### config.mk
export PLATFORM = sky130hd
export DESIGN_NAME = lsqr_responder
export DESIGN_NICKNAME = d
export VERILOG_FILES = /design/src/logic/lsqr_pkg.sv /design/src/logic/lsqr_responder.sv /design/src/logic/lsqr_rsp_mux.sv /design/src/logic/lsqr_speed_enc.sv
export SDC_FILE = /design/constraint.sdc
export NUM_CORES = 1
export LEC_CHECK = 0
export ABC_CLOCK_PERIOD_IN_PS = 4100
export BUFFER_PORTS_ARGS = -buffer_cell sky130_fd_sc_hd__buf_2
export CORE_UTILIZATION = 52
export DETAILED_ROUTE_END_ITERATION = 12
export PLACE_DENSITY_LB_ADDON = 0.05
export SLEW_MARGIN = 0
export SYNTH_ARGS = -nofsm -noshare
export SYNTH_HDL_FRONTEND = slang
export SYNTH_SLANG_ARGS = --single-unit
### constraint.sdc
create_clock -name clk -period 4.1 [get_ports clk]
set_input_delay 0.615 -clock clk [delete_from_list [all_inputs] [get_ports clk]]
set_output_delay 0.615 -clock clk [all_outputs]
set_load 0.01 [all_outputs]
### src/logic/lsqr_pkg.sv
// Package for the link status query responder: packet layout, codes and states.
// Assumes a byte-wide command and response stream, most significant byte of each word first.
package lsqr_pkg;

  // ----------------------------------------------------------------
  // Packet codes and layout
  // ----------------------------------------------------------------
  localparam logic [7:0] LSQR_CMD_TYPE = 8'h0A;
  localparam logic [7:0] LSQR_RSP_TYPE = 8'h8A;
  // Position of the packet type byte inside the 16-byte control header.
  localparam int LSQR_TYPE_POS = 4;
  localparam int LSQR_HDR_LEN = 16;
  localparam int LSQR_CMD_LEN = 46;
  localparam int LSQR_RSP_LEN = 46;
  localparam logic [5:0] LSQR_RCODE_POS = 6'h10;
  localparam logic [5:0] LSQR_LINK_POS = 6'h14;
  localparam logic [5:0] LSQR_OTHER_POS = 6'h18;
  localparam logic [5:0] LSQR_OEM_POS = 6'h1C;
  localparam logic [5:0] LSQR_CSUM_POS = 6'h20;
  localparam logic [5:0] LSQR_PAD_POS = 6'h24;
  localparam logic [5:0] LSQR_RSP_LAST = 6'h2D;
  localparam logic [15:0] LSQR_RSP_CODE_OK = 16'h0000;
  localparam logic [15:0] LSQR_REASON_NONE = 16'h0000;
  // A zero checksum tells the receiver that no checksum was computed.
  localparam logic [31:0] LSQR_CSUM_NONE = 32'h0000_0000;

  // ----------------------------------------------------------------
  // Link status word fields
  // ----------------------------------------------------------------
  localparam int LSQR_LS_UP = 0;
  localparam int LSQR_LS_SPD_LO = 1;
  localparam int LSQR_LS_AN_EN = 5;
  localparam int LSQR_LS_AN_DONE = 6;
  localparam int LSQR_LS_PAR_DET = 7;
  localparam int LSQR_LS_ENH_LO = 24;

  // ----------------------------------------------------------------
  // Speed and duplex codes
  // ----------------------------------------------------------------
  localparam logic [3:0] LSQR_SPD_NONE = 4'h0;
  localparam logic [3:0] LSQR_SPD_UNLISTED = 4'h5;
  localparam logic [3:0] LSQR_SPD_10G = 4'h8;
  localparam logic [3:0] LSQR_SPD_100G = 4'hD;
  localparam logic [3:0] LSQR_SPD_UNDEF = 4'hE;
  localparam logic [3:0] LSQR_SPD_ENH = 4'hF;

  typedef enum logic [0:0] {
    LSQR_RECV,
    LSQR_SEND
  } lsqr_state_t;

endpackage

### src/logic/lsqr_responder.sv
// Top of the link status query responder: parses the query and streams the response.
// Assumes checksum and identifier checks are done upstream and flagged with the last byte,
// and that all status inputs come from logic on the same clock.
`timescale 1ns/100ps

// Overview of operation
// Query type 0x0A answered with type 0x8A.
// Query: header, checksum, then padding bytes.
// Valid, matching query always gets a response.
// Response words placed at documented byte offsets.
// Bit 0 shows link up or down.
// Low power idle still reports link up.
// Bits 4..1 hold speed and duplex code.
// Codes 0x8..0xD give 10 to 100 Gbps.
// Code zero when unresolved, serial lane, none.
// Code 0xF points to enhanced field, bit 24.
// Forced link code allowed without serial lane.
// Unlisted modes report nearest listed code.
// Controller should not infer media from code.
// Bit 5 set only when negotiation enabled.
// Bit 6 set only when negotiation completed.
// Bit 7 marks link via parallel detection.
// Bad checksum or identifiers gets no response.
module lsqr_responder
  import lsqr_pkg::*;
#(
  parameter bit ENH_SPEED_EN = 1'b1,
  parameter bit AN_SUPPORTED = 1'b1
)
(
  // Clock and reset
  input wire logic clk,
  input wire logic rstn,
  // Command byte stream
  input wire logic cmdValid,
  input wire logic [7:0] cmdData,
  input wire logic cmdLast,
  input wire logic cmdCheckOk,
  input wire logic cmdIdMatch,
  output logic cmdReady,
  // Response byte stream
  output logic rspValid,
  output logic [7:0] rspData,
  output logic rspLast,
  input wire logic rspReady,
  // Events
  output logic queryDropped,
  // Link state
  input wire logic linkUp,
  input wire logic energyEfficientEthernet,
  input wire logic lowPowerIdleState,
  input wire logic anEnabled,
  input wire logic anComplete,
  input wire logic parallelDetect,
  input wire logic serdesLink,
  input wire logic modeValid,
  input wire logic [3:0] highestCommonMode,
  input wire logic [7:0] enhancedSpeed,
  input wire logic [31:0] otherIndications,
  input wire logic [31:0] oemLinkStatus
);

  // ----------------------------------------------------------------
  // Elaboration checks
  // ----------------------------------------------------------------
  if (LSQR_TYPE_POS >= LSQR_HDR_LEN)
  begin : gTypePosCheck
    $error("Type byte position must lie inside the header");
  end

  // ----------------------------------------------------------------
  // Declarations
  // ----------------------------------------------------------------
  lsqr_state_t state_q;
  lsqr_state_t state_d;
  logic [5:0] rxCnt_q;
  logic [5:0] rxCnt_d;
  logic [7:0] hdr_q [LSQR_HDR_LEN];
  logic [7:0] hdr_d [LSQR_HDR_LEN];
  logic [31:0] linkWord_q;
  logic [31:0] linkWord_d;
  logic [31:0] other_q;
  logic [31:0] other_d;
  logic [31:0] oem_q;
  logic [31:0] oem_d;
  logic [5:0] txIdx_q;
  logic [5:0] txIdx_d;
  logic cmdReady_q;
  logic cmdReady_d;
  logic rspValid_q;
  logic rspValid_d;
  logic [7:0] rspData_q;
  logic [7:0] rspData_d;
  logic rspLast_q;
  logic rspLast_d;
  logic drop_q;
  logic drop_d;
  logic [8*LSQR_HDR_LEN-1:0] hdrFlat;
  logic [5:0] muxIdx;
  logic [7:0] muxByte;
  logic [3:0] speedCode;
  logic useEnhanced;
  logic [31:0] linkWordNow;
  logic anFlag;
  logic anDone;
  logic typeByteOk;
  logic cmdTake;

  // ----------------------------------------------------------------
  // Header flattening, type byte replaced for the response
  // ----------------------------------------------------------------
  for (genvar g = 0; g < LSQR_HDR_LEN; g++)
  begin : gHdr
    if (g == LSQR_TYPE_POS)
    begin : gType
      assign hdrFlat[8*g +: 8] = LSQR_RSP_TYPE;
    end
    else
    begin : gCopy
      assign hdrFlat[8*g +: 8] = hdr_q[g];
    end
  end

  // ----------------------------------------------------------------
  // Link status word
  // ----------------------------------------------------------------
  lsqr_speed_enc #(
    .ENH_SPEED_EN(ENH_SPEED_EN)
  ) uSpeed (
    .anEnabled(anFlag),
    .anComplete(anComplete),
    .serdesLink(serdesLink),
    .modeValid(modeValid),
    .highestCommonMode(highestCommonMode),
    .speedCode(speedCode),
    .useEnhanced(useEnhanced)
  );

  always_comb
  begin
    anFlag = AN_SUPPORTED && anEnabled;
    anDone = anFlag && anComplete;
    linkWordNow = 32'h0000_0000;
    // Low power idle keeps the link reported as up while the feature is on.
    linkWordNow[LSQR_LS_UP] = linkUp || (energyEfficientEthernet && lowPowerIdleState);
    linkWordNow[LSQR_LS_SPD_LO +: 4] = speedCode;
    linkWordNow[LSQR_LS_AN_EN] = anFlag;
    linkWordNow[LSQR_LS_AN_DONE] = anDone;
    linkWordNow[LSQR_LS_PAR_DET] = anDone && parallelDetect && linkUp;
    if (useEnhanced)
    begin
      linkWordNow[LSQR_LS_ENH_LO +: 8] = enhancedSpeed;
    end
  end

  // ----------------------------------------------------------------
  // Response byte selection
  // ----------------------------------------------------------------
  lsqr_rsp_mux uMux (
    .byteIdx(muxIdx),
    .header(hdrFlat),
    .linkWord(linkWord_q),
    .otherWord(other_q),
    .oemWord(oem_q),
    .byteOut(muxByte)
  );

  // The next byte is looked up one index ahead so that it is loaded with the take,
  // and the lookup stays outside the control process that reads its result.
  assign muxIdx = (state_q == LSQR_SEND && rspValid_q && rspReady && txIdx_q != LSQR_RSP_LAST)
    ? txIdx_q + 6'h01 : txIdx_q;

  // ----------------------------------------------------------------
  // Receive and send control
  // ----------------------------------------------------------------
  // The status words are sampled when the query is accepted, so one response
  // is self-consistent even if the link changes while it is being sent.
  always_comb
  begin
    state_d = state_q;
    rxCnt_d = rxCnt_q;
    hdr_d = hdr_q;
    linkWord_d = linkWord_q;
    other_d = other_q;
    oem_d = oem_q;
    txIdx_d = txIdx_q;
    cmdReady_d = cmdReady_q;
    rspValid_d = rspValid_q;
    rspData_d = rspData_q;
    rspLast_d = rspLast_q;
    drop_d = 1'b0;
    cmdTake = cmdValid && cmdReady_q;
    typeByteOk = (hdr_q[LSQR_TYPE_POS] == LSQR_CMD_TYPE);
    unique case (state_q)
      LSQR_RECV:
      begin
        if (cmdTake)
        begin
          if (rxCnt_q < 6'(LSQR_HDR_LEN))
          begin
            hdr_d[rxCnt_q[3:0]] = cmdData;
          end
          if (rxCnt_q != 6'h3F)
          begin
            rxCnt_d = rxCnt_q + 6'h01;
          end
          if (cmdLast)
          begin
            rxCnt_d = 6'h00;
            // The type byte is never the last byte of a frame that reaches here
            // complete, so the stored copy is already current.
            if (typeByteOk && rxCnt_q >= 6'(LSQR_HDR_LEN) && cmdCheckOk && cmdIdMatch)
            begin
              state_d = LSQR_SEND;
              linkWord_d = linkWordNow;
              other_d = otherIndications;
              oem_d = oemLinkStatus;
              txIdx_d = 6'h00;
              cmdReady_d = 1'b0;
            end
            else
            begin
              drop_d = !(typeByteOk && rxCnt_q >= 6'(LSQR_HDR_LEN)) ? 1'b0 : 1'b1;
            end
          end
        end
        if (state_q == LSQR_RECV && state_d == LSQR_SEND)
        begin
          rspValid_d = 1'b1;
          rspLast_d = 1'b0;
        end
      end
      LSQR_SEND:
      begin
        // First byte is loaded one cycle after acceptance, once status is held.
        if (!rspValid_q)
        begin
          rspValid_d = 1'b1;
        end
        if (rspValid_q && rspReady)
        begin
          if (txIdx_q == LSQR_RSP_LAST)
          begin
            state_d = LSQR_RECV;
            rspValid_d = 1'b0;
            rspLast_d = 1'b0;
            cmdReady_d = 1'b1;
          end
          else
          begin
            txIdx_d = txIdx_q + 6'h01;
            rspData_d = muxByte;
            rspLast_d = (txIdx_d == LSQR_RSP_LAST);
          end
        end
        else if (txIdx_q == 6'h00 && !rspLast_q)
        begin
          rspData_d = muxByte;
        end
      end
    endcase
  end

  always_ff @(posedge clk or negedge rstn)
  begin
    if (!rstn)
    begin
      state_q <= LSQR_RECV;
      rxCnt_q <= 6'h00;
      for (int i = 0; i < LSQR_HDR_LEN; i++)
      begin
        hdr_q[i] <= 8'h00;
      end
      linkWord_q <= 32'h0000_0000;
      other_q <= 32'h0000_0000;
      oem_q <= 32'h0000_0000;
      txIdx_q <= 6'h00;
      cmdReady_q <= 1'b1;
      rspValid_q <= 1'b0;
      rspData_q <= 8'h00;
      rspLast_q <= 1'b0;
      drop_q <= 1'b0;
    end
    else
    begin
      state_q <= state_d;
      rxCnt_q <= rxCnt_d;
      hdr_q <= hdr_d;
      linkWord_q <= linkWord_d;
      other_q <= other_d;
      oem_q <= oem_d;
      txIdx_q <= txIdx_d;
      cmdReady_q <= cmdReady_d;
      rspValid_q <= rspValid_d;
      rspData_q <= rspData_d;
      rspLast_q <= rspLast_d;
      drop_q <= drop_d;
    end
  end

  // ----------------------------------------------------------------
  // Outputs
  // ----------------------------------------------------------------
  assign cmdReady = cmdReady_q;
  assign rspValid = rspValid_q;
  assign rspData = rspData_q;
  assign rspLast = rspLast_q;
  assign queryDropped = drop_q;

endmodule

### src/logic/lsqr_rsp_mux.sv
// Byte selector for the link status response packet.
// Assumes header and status words are held stable by the caller while a packet is sent.
`timescale 1ns/100ps
module lsqr_rsp_mux
  import lsqr_pkg::*;
(
  // Selection
  input wire logic [5:0] byteIdx,
  // Packet content
  input wire logic [8*LSQR_HDR_LEN-1:0] header,
  input wire logic [31:0] linkWord,
  input wire logic [31:0] otherWord,
  input wire logic [31:0] oemWord,
  // Result
  output logic [7:0] byteOut
);

  logic [31:0] word;
  logic [1:0] lane;

  always_comb
  begin
    word = 32'h0000_0000;
    lane = byteIdx[1:0];
    if (byteIdx < LSQR_LINK_POS)
    begin
      word = {LSQR_RSP_CODE_OK, LSQR_REASON_NONE};
    end
    else if (byteIdx < LSQR_OTHER_POS)
    begin
      word = linkWord;
    end
    else if (byteIdx < LSQR_OEM_POS)
    begin
      word = otherWord;
    end
    else if (byteIdx < LSQR_CSUM_POS)
    begin
      word = oemWord;
    end
    else if (byteIdx < LSQR_PAD_POS)
    begin
      word = LSQR_CSUM_NONE;
    end
    // Each word goes out most significant byte first.
    byteOut = word[8*(3-lane) +: 8];
    if (byteIdx < LSQR_RCODE_POS)
    begin
      byteOut = header[8*byteIdx[3:0] +: 8];
    end
  end

endmodule

### src/logic/lsqr_speed_enc.sv
// Speed and duplex code filter for the link status word.
// Assumes the resolved mode code and its valid flag come from the PHY logic on the same clock.
`timescale 1ns/100ps
module lsqr_speed_enc
  import lsqr_pkg::*;
#(
  parameter bit ENH_SPEED_EN = 1'b1
)
(
  // Link state
  input wire logic anEnabled,
  input wire logic anComplete,
  input wire logic serdesLink,
  input wire logic modeValid,
  input wire logic [3:0] highestCommonMode,
  // Result
  output logic [3:0] speedCode,
  output logic useEnhanced
);

  always_comb
  begin
    speedCode = highestCommonMode;
    if (serdesLink || !modeValid || (anEnabled && !anComplete))
    begin
      speedCode = LSQR_SPD_NONE;
    end
    else if (highestCommonMode == LSQR_SPD_UNLISTED)
    begin
      // An unlisted gigabit-class mode is reported as the closest listed one.
      speedCode = LSQR_SPD_UNLISTED + 4'h1;
    end
    else if (highestCommonMode == LSQR_SPD_UNDEF)
    begin
      speedCode = LSQR_SPD_100G;
    end
    else if (highestCommonMode == LSQR_SPD_ENH && !ENH_SPEED_EN)
    begin
      speedCode = LSQR_SPD_100G;
    end
    // With auto-negotiation off a valid forced mode is still reported unless serdesLink is set.
    useEnhanced = (speedCode == LSQR_SPD_ENH);
  end

endmodule

== Yosys cells after proc, flatten, opt, wreduce, memory -nomap -nowiden ==
Index checks and enable logic that the tools add are counted.
Widths: inputs -> output; s select.
Storage, ports and cells
  bits in registers: 233
  output and inout bits: 12
  word-level logic and storage cells: 139
Operators by class
  $add $sub $neg: 3
  magnitude comparators: 9
  equality and inequality tests: 16
  shift-type cells: 2
  multiplexer cells: 48
  bitwise logic cells: 2
  reductions and logical operators: 32
Operator list (number)
  $bwmux 128: 1
  $mux 32: 4
  $shiftx 128x8->8: 1
  $mux 6: 8
  $mux 8: 6
  $shiftx 32x33->8: 1
  $demux 8 s4: 1
  $lt 6x5->1 const B: 5
  $mux 1: 20
  $logic_and 1x1->1: 16
  $add 6x1->6 const B: 2
  $eq 6x6->1 const B: 2
  $mux 4: 3
  $ne 6x6->1 const B: 2
  $pmux 6 s2: 1
  $ne 2x2->1 const B: 5
  $reduce_and 5->1: 2
  $reduce_and 3->1: 3
  $eq 4x4->1 const B: 2
  $eq 8x4->1 const B: 1
  $pmux 1 s2: 4
  $ge 6x5->1 const B: 1
  $logic_not 6->1: 1
  $lt 6x6->1 const B: 1
  other kinds (12): 19

== Logic depth before layout (Yosys ltp) ==
  word-level depth: 13
  gate-level depth with buffers: 13
  depth with buffers taken out: 10

== Hierarchy ==
A second synthesis with hierarchy kept.
Second synthesis, totals
  cells, all modules: 914
  area, all modules: 11667.4 µm²
Modules (own cells, without submodules)
  lsqr_responder: times used 1, cells each 634, area an instance 9387.8 µm², seq. area each 5831.8 µm²
  lsqr_rsp_mux: times used 1, cells each 263, area an instance 2175.8 µm², seq. area each 0.0 µm²
  lsqr_speed_enc: times used 1, cells each 17, area an instance 103.8 µm², seq. area each 0.0 µm²

== Worst setup path before layout ==
No wires, ideal clock.
  path kind: register to register
  start: reg txIdx_q[1]
  end: reg rspData_q[5] (netlist: rspData[5])
  setup time: 0.132 ns
  arrival: 2.598 ns
  required time: 3.968 ns
  path slack: 1.371 ns
  stages on the path, launching flop included: 12
  buffers on the path: 2
  cells stage by stage: dfrtp_1 clkbuf_2 inv_1 ha_1 and3b_4 a21oi_1 a21o_1 buf_4 mux4_2 a221o_1 nand4_1 nand4_1
On the way
  word-level cells in the longest chain between the ends: 12
Ends and longest elaborated chain
  start: declaration: RTL line lsqr_responder.sv:86  | logic [5:0] txIdx_q;
  start signal: assignment: RTL line lsqr_responder.sv:292  | txIdx_q <= txIdx_d;
  parallel branches: the longest is 12 deep, another holds $add 6x1->6
  end signal: assignment: RTL line lsqr_responder.sv:295  | rspData_q <= rspData_d;
  end: declaration: RTL line lsqr_responder.sv:92  | logic [7:0] rspData_q;
Several ways; the timed one is not identified. The select of a mux whose other input is x is not followed.
A chain may end at the register's enable or synchronous reset.

== Final worst setup path ==
  start: reg txIdx_q[1]
  end: reg rspData_q[6] (netlist: rspData[6])
Same word-level chain as after synthesis.

==> results by group <==
Clock tree
  – Hold buffer count at CTS: 0
  – Root Buffer: clkbuf_16
  – Maximum clock insertion buffer count: 3
  – Skew-Pair Late Insertion Delay: 0.54 ns
  – Clock transition at path regs: ~0.060 ns
  – Post-CTS resize count: 0
  – CTS H-tree lvls: 1
  – Clock Sinks: 233
  – Post-CTS setup buffer count: 0
  – Inserted Clock Buffers: 26
  – TritonCTS clock tree: done

Run status
  – Status: finished clean

STA
  – RSZ-0062 raised after global routing: no
  – Min cycle time layout: 3.39 ns
  – Slew HR: 0.271
  – Final setup fails: 0
  – Final Hold Vio Count: 0
  – Clock Skew: 0.0174 ns
  – Setup TNS: 0 ns
  – Worst Tran Pin Value: between 1 and 1.5 ns
  – Slew Viols, Final: 0
  – Fmax: 295 MHz
  – Final Cycle Share: 0.826

Drt
  – Number of detailed-routing iterations run before antenna repair: 6
  – DRT Wirelength: around 30000 µm
  – Vias per cell: 5.85
  – Total number of vias: just under 9000
  – Remaining DRCs: 0
  – Starting DRC count in detailed routing: 622
  – Wirelength per Cell: between 20 and 25 µm
  – Routed Antenna Nets: 0

Synthesis
  – Ys flop type: dfrtp_1
  – FF+latch count, synth: between 200 and 250
  – Seq/Total Area, Yosys: 0.516
  – Synth top area cells: dfrtp_1 51%, mux2_2 14%, nand2_1 11%, mux2i_1 2.4%, mux4_2 2.2%
  – Gate Count Post-Synth: ~1100
  – Syn_nets: between 1000 and 1500
  – Area leader, netlist: dfrtp_1
  – Syn Std Cell Area: 11300 µm²
  – Post-synth cell types: 63
  – Mean Syn Cell Area: 10.4 µm²
  – Top-area cell type share of the netlist area: 0.514
  – Post-synth EDFFs: 0
  – Ys async rst share: 1.00
  – Synth top cells by count: 318 x nand2_1, 232 x dfrtp_1, 137 x mux2_2, 39 x nand3_1, 34 x clkbuf_1
  – Count leader, synth: nand2_1
  – Ys Warns: 0

Pwr
  – Cell Pwr Density: 361 nW/µm²
  – Max IR drop VDD: 0.329 mV
  – Total power: between 4 and 5 mW
  – Leakage: 6.68 nW

Placement
  – IO Port Bufs: 110
  – Post-DP HPWL: just over 20000 µm
  – Routability cong.: between 0.8 and 0.9

Floorplanning
  – Placeable Area: around 21000 µm²
  – Io pins: 111
  – Std cell rows: 53
  – Die Width: approximately 150 µm
  – Die Area: 22300 µm²
  – Initial Util: 0.534
  – Die Ht: 149 µm

Global routing
  – Number of global-route vias before repair: 8618
  – Largest net degree at the start of global routing: 92
  – First-pass GRT wire length: 47900 µm
  – Overflow after GRT: 0
  – Total GRT Usage: 0.280
  – Initial antenna violation count: 0

Setup path
  – CP Capture Type: register
  – Req. time, crit path: 4.53 ns
  – Crit-path max FO: 14
  – CP Launch Type: register
  – Worst path arrival time: approximately 3.8 ns
  – Critical path class: register to register

Flow run
  – Max cap viols: 0

Layout
  – Area growth, synth to finish: 15.1%
  – Count of antenna diodes in the layout: 0
  – Layout cells sized above 1: 0.282
  – Final #Nets: 1291

Hold path
  – Hold Crit Class: input port to asynchronous set/reset pin
[worst max-delay path: stages (launching register included)]
cell and delay [ns]:
dfrtp_1 0.49, inv_1 0.13, ha_1 0.21, nand3b_1 0.19
a2bb2oi_1 0.38, and2_1 0.62, buf_4 0.30, nor2_1 0.08
a221oi_1 0.33, a31o_2 0.15, o32ai_1 0.08, a211o_1 0.32
[layer usage]
metal	GRT usage	wire length [µm]
met5	0	0
met2	0.431	13100
met3	0.0428	1860
met1	0.412	13900
met4	0.0699	771
[layout by cell type, fill, tap and decap left out, drive strengths merged, types with 3 or more instances in the layout]
cell type,instances
dfrtp,232
o21ai,28
a211oi,7
and3,17
o2111ai,4
mux4,11
nor3,8
nand2b,3
o211ai,3
a221o,4
a22o,9
a2111oi,4
a21oi,28
nor4,7
nor2,25
and2,5
clkbuf,32
nor2b,4
o22ai,8
nand2,318
a311oi,5
inv,9
nand3,39
mux2,138
a221oi,6
nand4,10
buf,135
xnor2,7
xor2,4
ha,7
a31oi,5
clkinv,13
mux2i,27
o221ai,4
o31ai,7
[cells by family (layout without fill, tap and decap cells)]
kind of cell    count (synthesis)  in the layout  share of synthesized area
compound gates                142            142                     0.0884
simple gates                  444            444                      0.166
fa+ha+maj                       7              7                    0.00776
mux                           176            176                      0.183
flops                         233            233                      0.516
xor+xnor                       11             11                    0.00920
buf+inv                        73            191                     0.0287
[registers in the layout, summed over array words and instances (netlist names)]
register,cells
hdrFlat,120
rspData,8
other_q,32
queryDropped,1
rxCnt_q,6
oem_q,32
hdr_q,8
linkWord_q,16
cmdReady,1
state_q,1
txIdx_q,6
rspLast,1
rspValid,1
[cell type report]
type                       instances  area (µm²)
clock inverter                    15         114
fill                            1786        8160
tap                              275         344
sequential                       233        5830
inverter                           9        33.8
clock buffer                      32         723
multi-input combinational        780        5160
timing repair buffer             135         786
[path summary, 6_finish.rpt]
kind,start,to,slack [ns],cells past startpoint
setup reg to reg,txIdx_q[1],rspData[6],0.71,11
hold / removal,rstn,oem_q[8],0.06,1
max in group asynchronous,rstn,linkWord_q[0],2.98,2
setup / recovery,txIdx_q[1],rspData[6],0.71,11
min in group clk,otherIndications[28],other_q[28],0.25,3
hold reg to reg,oem_q[18],oem_q[18],0.48,2
[stage by stage]
| stage | instance area, µm² | hold WS (ns) | worst slack, ns | util | std cells |
|---|---|---|---|---|---|
| after detailed placement | 12200 | 0.463 | 0.755 | 0.575 | 1432 |
| after global placement | 12200 | 0.463 | 0.822 | 0.575 | 1432 |
| after floorplan | 11300 | 0.319 | 1.37 | - | 1086 |
| final | 13000 | 0.0582 | 0.712 | 0.614 | 1479 |
| after global routing | 13000 | 0.127 | 0.469 | 0.614 | 1479 |
| after CTS | 13000 | 0.103 | 0.766 | 0.614 | 1479 |
[report_power, final]
part / internal [mW] / total [mW] / switching, mW
Combinational: 0.0418 / 0.129 / 0.0869
Clock: 1.31 / 2.27 / 0.953
Sequential: 2.30 / 2.30 / 0
No activity file was read; power rests on OpenSTA's default activity.
